--- config.mk ---
export PLATFORM = sky130hd
export DESIGN_NAME = dual_clock_mode_controller
export DESIGN_NICKNAME = d
export VERILOG_FILES = /design/src/rtl/clk_mode_pkg.sv /design/src/rtl/dual_clock_mode_controller.sv /design/src/rtl/slow_tick_gen.sv /design/src/rtl/warmup_timer.sv
export SDC_FILE = /design/constraint.sdc
export NUM_CORES = 1
export LEC_CHECK = 0
export ABC_AREA = 1
export BUFFER_PORTS_ARGS = -buffer_cell sky130_fd_sc_hd__buf_4
export CORE_ASPECT_RATIO = 2
export CORE_MARGIN = 4
export CORE_UTILIZATION = 37
export CTS_CLUSTER_DIAMETER = 30
export CTS_CLUSTER_SIZE = 8
export DETAILED_ROUTE_END_ITERATION = 16
export GPL_TIMING_DRIVEN = 0
export PLACE_DENSITY_LB_ADDON = 0.12
export SLEW_MARGIN = 25
export SYNTH_ARGS = -nofsm -noshare
export SYNTH_HDL_FRONTEND = slang
export SYNTH_SLANG_ARGS = --single-unit
--- constraint.sdc ---
create_clock -name CLK_IN -period 2.8 [get_ports CLK_IN]
set_clock_uncertainty 0.05 [all_clocks]
set_input_delay 0.28 -clock CLK_IN [delete_from_list [all_inputs] [get_ports CLK_IN]]
set_output_delay 0.28 -clock CLK_IN [all_outputs]
set_load 0.02 [all_outputs]
--- src/rtl/clk_mode_pkg.sv ---
// constants shared by the dual clock mode controller
package clk_mode_pkg;
  // ****************************************
  // port addresses
  // ****************************************
  localparam logic [4:0] STATUS_PORT_ADDR = 5'h0_e; // clock status input port
  localparam logic [4:0] COMMAND_PORT_ADDR = 5'h1_6; // clock command output port
  // ****************************************
  // field positions
  // ****************************************
  localparam int ACTIVE_MODE_BIT = 0; // status: 1 = slow mode running
  localparam int LOW_STABLE_BIT = 1; // status: low clock stable
  localparam int SLOW_SEL_BIT = 2; // command: 1 = request slow mode
  localparam int WARMUP_LSB = 0; // command: warm-up select low bit
  localparam int WARMUP_MSB = 1; // command: warm-up select high bit
  // ****************************************
  // reset values and timing
  // ****************************************
  localparam logic [3:0] COMMAND_RESET = 4'h0; // normal mode, shortest warm-up
  localparam int STABLE_COUNT_BITS = 4; // counter bits, low clock called stable after 2**bits slow ticks
  localparam int SLOW_DIV = 4; // core cycles per slow tick, default model
  localparam int WARMUP_BASE_BITS = 4; // slow ticks of shortest warm-up = 2**bits
endpackage

--- src/rtl/dual_clock_mode_controller.sv ---
// dual clock mode controller: normal/slow selection, warm-up and status port
// Behaviour
// - two modes, fast normal and slow
// - both oscillators start, normal mode follows
// - fast oscillator stops on slow command
// - mode requested through command port 16h
// - status readable through input port 0Eh
// - any reset selects normal mode
// - status bit 0 shows active mode
// - command bit 2 set enters slow mode
// - stay slow until warm-up expires
// - 4096Hz timer rates blocked in slow
// - low-clock users invalid until oscillation stable
`timescale 1ns/1ps
module dual_clock_mode_controller #(
  parameter int SLOW_DIV = clk_mode_pkg::SLOW_DIV,
  parameter int STABLE_BITS = clk_mode_pkg::STABLE_COUNT_BITS,
  parameter int WARMUP_BITS = clk_mode_pkg::WARMUP_BASE_BITS
) (
  // clock and reset
  input wire logic CLK_IN,
  input wire logic ARST_N_IN,
  // port access from the core
  input wire logic [4:0] PORT_ADDR_IN,
  input wire logic [3:0] PORT_WDATA_IN,
  input wire logic PORT_WR_IN,
  input wire logic PORT_RD_IN,
  output logic [3:0] PORT_RDATA_OUT,
  // oscillator control
  output logic FAST_OSC_EN_OUT,
  output logic SLOW_OSC_EN_OUT,
  output logic CORE_CLK_SEL_OUT,
  // peripheral gating
  output logic RATE_4096_OK_OUT,
  output logic LOW_CLOCK_OK_OUT
);
  // ****************************************
  // mode state
  // ****************************************
  typedef enum logic [1:0] {ST_NORMAL, ST_TO_SLOW, ST_SLOW, ST_WARMUP} mode_e;
  mode_e state_reg, state_next; // mode sequencer
  logic slow_tick; // low clock tick enable
  logic warm_done; // warm-up elapsed
  logic warm_start; // start warm-up counter
  logic [STABLE_BITS:0] stab_reg; // low clock settling counter
  logic low_stable; // settling finished
  logic [1:0] warm_sel_reg; // latched warm-up select
  logic active_slow_reg; // status: slow mode running
  logic sel_slow_reg; // core clock source select
  logic fast_en_reg; // fast oscillator enable
  logic cmd_wr; // command port write
  logic st_rd; // status port read
  logic [3:0] status_word; // status port view
  logic [1:0] warm_sel_now; // select seen by the timer as it loads
  logic [19:0] warm_cyc_reg; // core cycles spent in warm-up, check helper
  // longest legal warm-up in core cycles, with slack for tick phase
  localparam int WARM_MAX = (1 << (WARMUP_BITS + 6)) * SLOW_DIV + SLOW_DIV + 4;
  // slow request bit of a command word, decoded in several places
  function automatic logic slow_req(input logic [3:0] data);
    return data[clk_mode_pkg::SLOW_SEL_BIT];
  endfunction
  assign cmd_wr = PORT_WR_IN && (PORT_ADDR_IN == clk_mode_pkg::COMMAND_PORT_ADDR);
  assign st_rd = PORT_RD_IN && (PORT_ADDR_IN == clk_mode_pkg::STATUS_PORT_ADDR);
  assign low_stable = stab_reg[STABLE_BITS];
  // ****************************************
  // low clock tick and warm-up timer
  // ****************************************
  slow_tick_gen #(.DIV(SLOW_DIV)) u_tick (
    .clk_in(CLK_IN),
    .arst_n_in(ARST_N_IN),
    .tick_out(slow_tick)
  );
  warmup_timer #(.BASE_BITS(WARMUP_BITS)) u_warm (
    .clk_in(CLK_IN),
    .arst_n_in(ARST_N_IN),
    .start_in(warm_start),
    .sel_in(warm_sel_now),
    .tick_in(slow_tick),
    .done_out(warm_done)
  );
  // ****************************************
  // sequencer
  // ****************************************
  // warm-up starts on a return request in slow mode
  assign warm_start = (state_reg == ST_SLOW) && cmd_wr
    && !slow_req(PORT_WDATA_IN);
  // the latch takes the field on the same edge as the load, so the
  // timer must see the field straight from the command word
  assign warm_sel_now = warm_start
    ? PORT_WDATA_IN[clk_mode_pkg::WARMUP_MSB:clk_mode_pkg::WARMUP_LSB]
    : warm_sel_reg;
  always_comb begin
    state_next = state_reg;
    unique case (state_reg)
      ST_NORMAL: begin
        if (cmd_wr && slow_req(PORT_WDATA_IN)) begin
          state_next = ST_TO_SLOW;
        end
      end
      ST_TO_SLOW: begin
        // switch at a slow tick so the new source starts cleanly
        if (slow_tick) begin
          state_next = ST_SLOW;
        end
      end
      ST_SLOW: begin
        if (warm_start) begin
          state_next = ST_WARMUP;
        end
      end
      ST_WARMUP: begin
        if (warm_done) begin
          state_next = ST_NORMAL;
        end
      end
    endcase
  end
  // state register, reset lands in normal mode
  always_ff @(posedge CLK_IN or negedge ARST_N_IN) begin
    if (!ARST_N_IN) begin
      state_reg <= ST_NORMAL;
    end else begin
      state_reg <= state_next;
    end
  end
  // ****************************************
  // oscillator settling and warm-up select
  // ****************************************
  // settling counter runs on slow ticks after power-up
  always_ff @(posedge CLK_IN or negedge ARST_N_IN) begin
    if (!ARST_N_IN) begin
      stab_reg <= '0;
    end else if (slow_tick && !low_stable) begin
      stab_reg <= stab_reg + (STABLE_BITS+1)'(1);
    end
  end
  // warm-up select latched from every command write
  always_ff @(posedge CLK_IN or negedge ARST_N_IN) begin
    if (!ARST_N_IN) begin
      warm_sel_reg <= 2'h0;
    end else if (cmd_wr) begin
      warm_sel_reg <= PORT_WDATA_IN[clk_mode_pkg::WARMUP_MSB:clk_mode_pkg::WARMUP_LSB];
    end
  end
  // ****************************************
  // clock source, fast oscillator, status
  // ****************************************
  // source and status move together, only on the switching edge
  always_ff @(posedge CLK_IN or negedge ARST_N_IN) begin
    if (!ARST_N_IN) begin
      sel_slow_reg <= 1'b0;
      active_slow_reg <= 1'b0;
      fast_en_reg <= 1'b1;
    end else begin
      if (state_reg == ST_TO_SLOW && slow_tick) begin
        sel_slow_reg <= 1'b1;
        active_slow_reg <= 1'b1;
      end else if (state_reg == ST_WARMUP && warm_done) begin
        sel_slow_reg <= 1'b0;
        active_slow_reg <= 1'b0;
      end
      // fast oscillator off in slow, back on for warm-up
      if (state_next == ST_SLOW) begin
        fast_en_reg <= 1'b0;
      end else if (state_next == ST_WARMUP) begin
        fast_en_reg <= 1'b1;
      end
    end
  end
  assign status_word = {2'b00, low_stable, active_slow_reg};
  // registered outputs
  always_ff @(posedge CLK_IN or negedge ARST_N_IN) begin
    if (!ARST_N_IN) begin
      PORT_RDATA_OUT <= 4'h0;
      FAST_OSC_EN_OUT <= 1'b1;
      SLOW_OSC_EN_OUT <= 1'b0;
      CORE_CLK_SEL_OUT <= 1'b0;
      RATE_4096_OK_OUT <= 1'b0;
      LOW_CLOCK_OK_OUT <= 1'b0;
    end else begin
      PORT_RDATA_OUT <= st_rd ? status_word : 4'h0;
      FAST_OSC_EN_OUT <= fast_en_reg;
      SLOW_OSC_EN_OUT <= 1'b1;
      CORE_CLK_SEL_OUT <= sel_slow_reg;
      RATE_4096_OK_OUT <= !active_slow_reg && low_stable;
      LOW_CLOCK_OK_OUT <= low_stable;
    end
  end
  // ****************************************
  // checks
  // ****************************************
  a_slow_cmd_move: assert property (@(posedge CLK_IN) disable iff (!ARST_N_IN)
    (state_reg == ST_NORMAL && cmd_wr && slow_req(PORT_WDATA_IN))
    |=> state_reg == ST_TO_SLOW)
    else $error("slow command not taken");
  a_fast_stops: assert property (@(posedge CLK_IN) disable iff (!ARST_N_IN)
    (state_reg == ST_SLOW) |-> !fast_en_reg)
    else $error("fast oscillator running in slow mode");
  a_status_follows: assert property (@(posedge CLK_IN) disable iff (!ARST_N_IN)
    CORE_CLK_SEL_OUT == $past(active_slow_reg))
    else $error("status differs from clock source");
  a_warm_holds: assert property (@(posedge CLK_IN) disable iff (!ARST_N_IN)
    (state_reg == ST_WARMUP && !warm_done) |=> sel_slow_reg)
    else $error("left slow clock before warm-up end");
  a_warm_ends: assert property (@(posedge CLK_IN) disable iff (!ARST_N_IN)
    (state_reg == ST_WARMUP && warm_done) |=> state_reg == ST_NORMAL && !sel_slow_reg)
    else $error("warm-up end did not restore normal");
  a_status_read: assert property (@(posedge CLK_IN) disable iff (!ARST_N_IN)
    st_rd |=> PORT_RDATA_OUT == $past(status_word))
    else $error("status read wrong");
  a_rate_block: assert property (@(posedge CLK_IN) disable iff (!ARST_N_IN)
    active_slow_reg |=> !RATE_4096_OK_OUT)
    else $error("4096 rate allowed in slow mode");
  a_switch_tick: assert property (@(posedge CLK_IN) disable iff (!ARST_N_IN)
    $rose(sel_slow_reg) |-> $past(slow_tick))
    else $error("switch not aligned to slow tick");
  a_warm_fast_on: assert property (@(posedge CLK_IN) disable iff (!ARST_N_IN)
    (state_reg == ST_WARMUP) |-> fast_en_reg)
    else $error("fast oscillator off during warm-up");
  // cycles spent in warm-up, for the length bound below
  always_ff @(posedge CLK_IN or negedge ARST_N_IN) begin
    if (!ARST_N_IN) begin
      warm_cyc_reg <= 20'h0_0000;
    end else if (state_reg == ST_WARMUP) begin
      warm_cyc_reg <= warm_cyc_reg + 20'h0_0001;
    end else begin
      warm_cyc_reg <= 20'h0_0000;
    end
  end
  // warm-up never outlasts the longest select choice
  a_warm_bound: assert property (@(posedge CLK_IN) disable iff (!ARST_N_IN)
    warm_cyc_reg <= 20'(WARM_MAX))
    else $error("warm-up longer than longest select");
  // fast oscillator pin low one cycle into slow mode
  a_fast_pin_off: assert property (@(posedge CLK_IN) disable iff (!ARST_N_IN)
    (state_reg == ST_SLOW) |=> !FAST_OSC_EN_OUT)
    else $error("fast oscillator pin high in slow mode");
  // slow oscillator enabled once out of reset
  a_slow_osc_on: assert property (@(posedge CLK_IN) disable iff (!ARST_N_IN)
    1'b1 |=> SLOW_OSC_EN_OUT)
    else $error("slow oscillator not enabled");
  // clock source follows the mode states
  a_mode_decode: assert property (@(posedge CLK_IN) disable iff (!ARST_N_IN)
    sel_slow_reg == (state_reg == ST_SLOW || state_reg == ST_WARMUP))
    else $error("clock source does not match mode");
  // return command starts warm-up
  a_warm_enter: assert property (@(posedge CLK_IN) disable iff (!ARST_N_IN)
    warm_start |=> state_reg == ST_WARMUP)
    else $error("return command did not start warm-up");
  // warm-up stays until the timer ends it
  a_no_early_normal: assert property (@(posedge CLK_IN) disable iff (!ARST_N_IN)
    (state_reg == ST_WARMUP && !warm_done) |=> state_reg == ST_WARMUP)
    else $error("warm-up left early");
  // slow mode holds without a return command
  a_slow_hold: assert property (@(posedge CLK_IN) disable iff (!ARST_N_IN)
    (state_reg == ST_SLOW && !warm_start) |=> state_reg == ST_SLOW)
    else $error("slow mode left without command");
  // no switch between slow ticks
  a_to_slow_wait: assert property (@(posedge CLK_IN) disable iff (!ARST_N_IN)
    (state_reg == ST_TO_SLOW && !slow_tick) |=> state_reg == ST_TO_SLOW && !sel_slow_reg)
    else $error("switched between slow ticks");
  // fast oscillator runs in normal mode
  a_normal_fast: assert property (@(posedge CLK_IN) disable iff (!ARST_N_IN)
    (state_reg == ST_NORMAL) |-> fast_en_reg)
    else $error("fast oscillator off in normal mode");
  // low clock users held off until settled
  a_low_ok_pin: assert property (@(posedge CLK_IN) disable iff (!ARST_N_IN)
    !low_stable |=> !LOW_CLOCK_OK_OUT)
    else $error("low clock reported before settling");
  // settled flag only drops with reset
  a_stab_hold: assert property (@(posedge CLK_IN) disable iff (!ARST_N_IN)
    low_stable |=> low_stable)
    else $error("low clock settled flag dropped");
  // 4096 rate back in normal once settled
  a_rate_normal: assert property (@(posedge CLK_IN) disable iff (!ARST_N_IN)
    (!active_slow_reg && low_stable) |=> RATE_4096_OK_OUT)
    else $error("4096 rate blocked in normal mode");
  // read data is zero outside reads
  a_read_idle: assert property (@(posedge CLK_IN) disable iff (!ARST_N_IN)
    !st_rd |=> PORT_RDATA_OUT == 4'h0)
    else $error("read data outside a read");
  // unused status bits read zero
  a_status_top: assert property (@(posedge CLK_IN) disable iff (!ARST_N_IN)
    PORT_RDATA_OUT[3:2] == 2'b00)
    else $error("unused status bits set");
  // other writes leave normal mode alone
  a_cmd_ignored: assert property (@(posedge CLK_IN) disable iff (!ARST_N_IN)
    (!cmd_wr && state_reg == ST_NORMAL) |=> state_reg == ST_NORMAL)
    else $error("normal mode left without command");
  // fast oscillator pin high through warm-up
  a_warm_fast_pin: assert property (@(posedge CLK_IN) disable iff (!ARST_N_IN)
    (state_reg == ST_WARMUP) |=> FAST_OSC_EN_OUT)
    else $error("fast oscillator pin low in warm-up");
  // status bit 0 carries the active mode
  a_rdata_mode: assert property (@(posedge CLK_IN) disable iff (!ARST_N_IN)
    st_rd |=> PORT_RDATA_OUT[0] == $past(active_slow_reg))
    else $error("status mode bit wrong");
  // status bit 1 carries the settled flag
  a_rdata_stable: assert property (@(posedge CLK_IN) disable iff (!ARST_N_IN)
    st_rd |=> PORT_RDATA_OUT[1] == $past(low_stable))
    else $error("status stable bit wrong");
endmodule

--- src/rtl/slow_tick_gen.sv ---
// divider that turns the core clock into the low-clock tick enable
`timescale 1ns/1ps
module slow_tick_gen #(
  parameter int DIV = 4
) (
  // clock and reset
  input wire logic clk_in,
  input wire logic arst_n_in,
  // tick out
  output logic tick_out
);
  logic [15:0] cnt_reg; // divider count
  logic wrap; // last count of a period
  assign wrap = (cnt_reg == 16'(DIV - 1));
  // free running divider, one pulse per period
  always_ff @(posedge clk_in or negedge arst_n_in) begin
    if (!arst_n_in) begin
      cnt_reg <= 16'h0000;
      tick_out <= 1'b0;
    end else begin
      cnt_reg <= wrap ? 16'h0000 : cnt_reg + 16'h0001;
      tick_out <= wrap;
    end
  end
endmodule

--- src/rtl/warmup_timer.sv ---
// warm-up counter timed by low clock ticks
`timescale 1ns/1ps
module warmup_timer #(
  parameter int BASE_BITS = 4
) (
  // clock and reset
  input wire logic clk_in,
  input wire logic arst_n_in,
  // control
  input wire logic start_in,
  input wire logic [1:0] sel_in,
  input wire logic tick_in,
  // result
  output logic done_out
);
  localparam int W = BASE_BITS + 7; // enough for the longest choice
  logic [W-1:0] cnt_reg; // ticks still to wait
  logic running_reg; // warm-up in progress
  logic [W-1:0] load_val; // length picked by the select field
  // each select step multiplies by 4: 2^b, 2^(b+2), 2^(b+4), 2^(b+6)
  assign load_val = W'(1) << (BASE_BITS + 2 * int'(sel_in));
  // count down on slow ticks only
  always_ff @(posedge clk_in or negedge arst_n_in) begin
    if (!arst_n_in) begin
      cnt_reg <= '0;
      running_reg <= 1'b0;
      done_out <= 1'b0;
    end else begin
      done_out <= 1'b0;
      if (start_in) begin
        cnt_reg <= load_val;
        running_reg <= 1'b1;
      end else if (running_reg && tick_in) begin
        if (cnt_reg == W'(1)) begin
          running_reg <= 1'b0;
          done_out <= 1'b1;
        end
        cnt_reg <= cnt_reg - W'(1);
      end
    end
  end
endmodule

==> summary.md <==
| Metric | Value |
|---|---|
| Via count | 1707 |
| Sequential share of the synthesized area | 0.5085 |
| Most used DFF post-synth | dfrtp_1 |
| First drt pass iteration count | 4 |
| Post-synth top area share | 0.4854 |
| Synthesized area | 2268 um^2 |
| RR Startpoint | u_tick.cnt_reg[0] |
| Drc violations | 0 |
| CTS Buf Count | 5 |
| Area of the multi-input gates | 938.4 um^2 |
| Max incr delay on CP | 600 ps |
| Port Buffers | 18 |
| Synthesized instance count | approximately 260 |
| CTS Sinks | 46 |
| Core ar. | approximately 6000 um^2 |
| Slowest cell on crit path | nor4_1 |
| Bufs and invs on worst path | 0 |
| Avg Cell Area, Syn | ~8.7 um^2 |
| Critical path class | reg2reg |
| Reg clk slew, reported paths | 60 ps |
| Count of final setup violators | 0 |
| IO Pins | 22 |
| Horiz. Die Dim | 63.37 um |
| Hold path cells | 3 |
| DR vias/cell | 4.836 |
| Number of global-route vias before repair | 1810 |
| Pwr dens | ~690 nW/um^2 |
| Lkg Pwr | 1.342 nW |
| Worst path cell trace | ha_1 > nand4_1 > nor4_1 > a21boi_0 |
| Worst Tran Pin Value | 766.3 ps |
| Crit path arrival time | ~1900 ps |
| R2R Path End | u_tick.cnt_reg[1] |
| Number of post-CTS setup repair buffers | 0 |
| Sequential standard cell area | 1154 um^2 |
| Max FFs per register | 16 |
| Ys async rst share | 1.000 |
| Die ar. | 7523 um^2 |
| Detailed Route WL | 4.631 mm |
| CTS Buffer Depth | 2 |
| Cell count after placement | 344 |
| Startpoint Class | flip-flop |
| Proportion of layout cells with a drive suffix above 1 | 0.1621 |
| Tcrit/Tclk final | 0.6465 |
| FF+latch count, synth | 46 |
| Diodes inserted | 0 |
| Total gr overflow | 0 |
| Routability Congestion | 0.8166 |
| Clk Latency, worst-skew pair | 290 ps |
| Cell Area, Placed | 2486 um^2 |
| Rows | 40 |
| Yosys warns | 0 |
| TritonCTS clock tree | yes |
| Register-to-Register Path Depth | 4 |
| Initial Util | 0.3777 |
| Post-Layout Cell Count | roughly 350 |
| Reg2Reg Setup Slack | 990 ps |
| Post-CTS Resized | 0 |
| First-pass GRT wire length | roughly 8.1 mm |
| Nets | 306 |
| Synth area leaders | dfrtp_1, nand2_1, nor2_1 |
| Post-synth EDFFs | 0 |
| Max_cap viols | 0 |
| Initial antenna violation count | 0 |
| Distinct cell type count after synthesis | 29 |
| CTS root buf | clkbuf_16 |
| Gr usage total | 0.1374 |
| DR iter-0 viols | 66 |
| H-Tree Depth | 2 |
| Fill count | 624 |
| Fin. max-slew vios | 0 |
| Routed Antenna Nets | 0 |
| Sink of the worst hold path | PORT_RDATA_OUT[0] |
| Fin area | 2669 um^2 |
| Crit. End Element | flip-flop |
| Crit path max-delay family | simple AND/OR/NAND/NOR gates |
| WL/cell | 13.12 um |
| Critical path fanouts, max | 4 |
| Max Freq | 552.4 MHz |
| Min Tclk post-route | about 1800 ps |
| Dpl hpwl | 3.514 mm |
| Hold Violations, Final | 0 |
| Setup TNS | 0 ps |
| Pin count of the biggest net entering global routing | 47 |
| Top cell type by total area after synthesis | dfrtp_1 |
| # hold bufs at CTS | 1 |
| Slew Limit Headroom | 0.4844 |
| Required time of the critical path | between 2000 and 3000 ps |
| Max IR drop VDD | 0.4029 mV |
| RSZ-0062 raised after global routing | false |
| Die span in y | 118.7 um |
| HP Class | in2reg |
| Most instantiated cells after synthesis | dfrtp_1, nand2_1, nor2_1 |
| Cell with the most instances after synthesis | dfrtp_1 |
| Syn-to-layout area delta | 17.65% |
| Status | finished, final reports clean |
| Hold Slack | 212.4 ps |
| Hold wc startpoint | PORT_RD_IN |
layer usage:
metal  GRT usage  routed length, um  up-vias  share of wire
met2      0.2521               2539       39           0.55
met5           0                  0        -              0
met3     0.03042                155       19          0.033
met4     0.08796                258        0          0.056
met1      0.1330               1678      782           0.36
li1            -                  -      867              -
placed cells by master (no fill, tap or decap):
cell type,netlist,layout
conb_1,2,3
nor4_1,2,2
nand3b_1,1,1
nor3_1,5,5
and2_1,1,1
a21oi_1,9,9
o21ai_0,9,9
nand4_1,4,4
nand3_2,5,5
inv_2,3,3
xor2_1,12,12
clkbuf_16,0,5
bufinv_16,0,1
nand2_2,3,3
inv_1,38,38
nor2_4,2,2
dfstp_2,2,2
clkbuf_8,0,1
nand2_1,42,42
xnor2_1,5,5
a21boi_0,1,1
buf_6,1,1
nor2_2,2,2
mux2_2,1,1
o22ai_1,1,1
dfrtp_1,44,44
clkbuf_1,0,1
ha_1,4,4
nor2_1,39,39
nand3_1,20,20
o211ai_1,1,1
nor4_4,1,1
buf_4,2,20
dlygate4sd3_1,0,1
worst max-delay path by stage:
| stage | endpoint | start | depth (start not counted) | slack [ps] |
|---|---|---|---|---|
| CTS | u_tick.cnt_reg[1] | u_tick.cnt_reg[0] | 4 | 980 |
| finish | u_tick.cnt_reg[1] | u_tick.cnt_reg[0] | 4 | 990 |
| detailed placement | u_tick.cnt_reg[1] | u_tick.cnt_reg[0] | 4 | 1000 |
| global placement | u_tick.cnt_reg[1] | u_tick.cnt_reg[0] | 4 | 1030 |
| global route | u_tick.cnt_reg[1] | u_tick.cnt_reg[0] | 4 | 840 |
| floorplan | u_tick.cnt_reg[1] | u_tick.cnt_reg[0] | 4 | 1460 |
tightest hold or removal path: stages:
cell and delay (ps):
buf_4 110, nand3b_1 80, nor2_1 40
cells by family (layout without fill, tap and decap cells):
kind of cell	count (synthesis)	after routing	share of synthesized area
AO/OA/AOI/OAI	21	21	0.04909
adder cells (fa/ha/maj)	4	4	0.02206
buffers and inverters	44	71	0.07943
multiplexers	1	1	0.004964
flip-flops	46	46	0.5086
other	2	3	0.003311
XOR/XNOR	17	17	0.06564
AND/OR/NAND/NOR	127	127	0.2670
per-stage QoR:
step / util / total power [mW] / setup slack, ps
floorplan: - / 1.053 / 1456
global placement: 0.4140 / 1.149 / 1031
detailed placement: 0.4140 / 1.156 / 1000
CTS: 0.4444 / 1.862 / 980.0
global route: 0.4444 / 1.959 / 840.8
finish: 0.4444 / 1.830 / 989.9
final cells by class:
class	count	share of cell area
Tap cell	63	0.02954
Multi-Input combinational cell	173	0.3516
Inverter	41	0.05767
Sequential cell	46	0.4323
Buffer	3	0.009845
Clock buffer	7	0.05345
Clock inverter	1	0.01125
Timing Repair Buffer	19	0.05438
power by group:
part | switching [mW] | total (mW) | internal [mW]
Combinational | 0.192 | 0.314 | 0.122
Clock | 0.246 | 0.693 | 0.446
Sequential | 0.0647 | 0.823 | 0.759
Total | 0.504 | 1.83 | 1.33
Power figures use the tool's default switching activity.
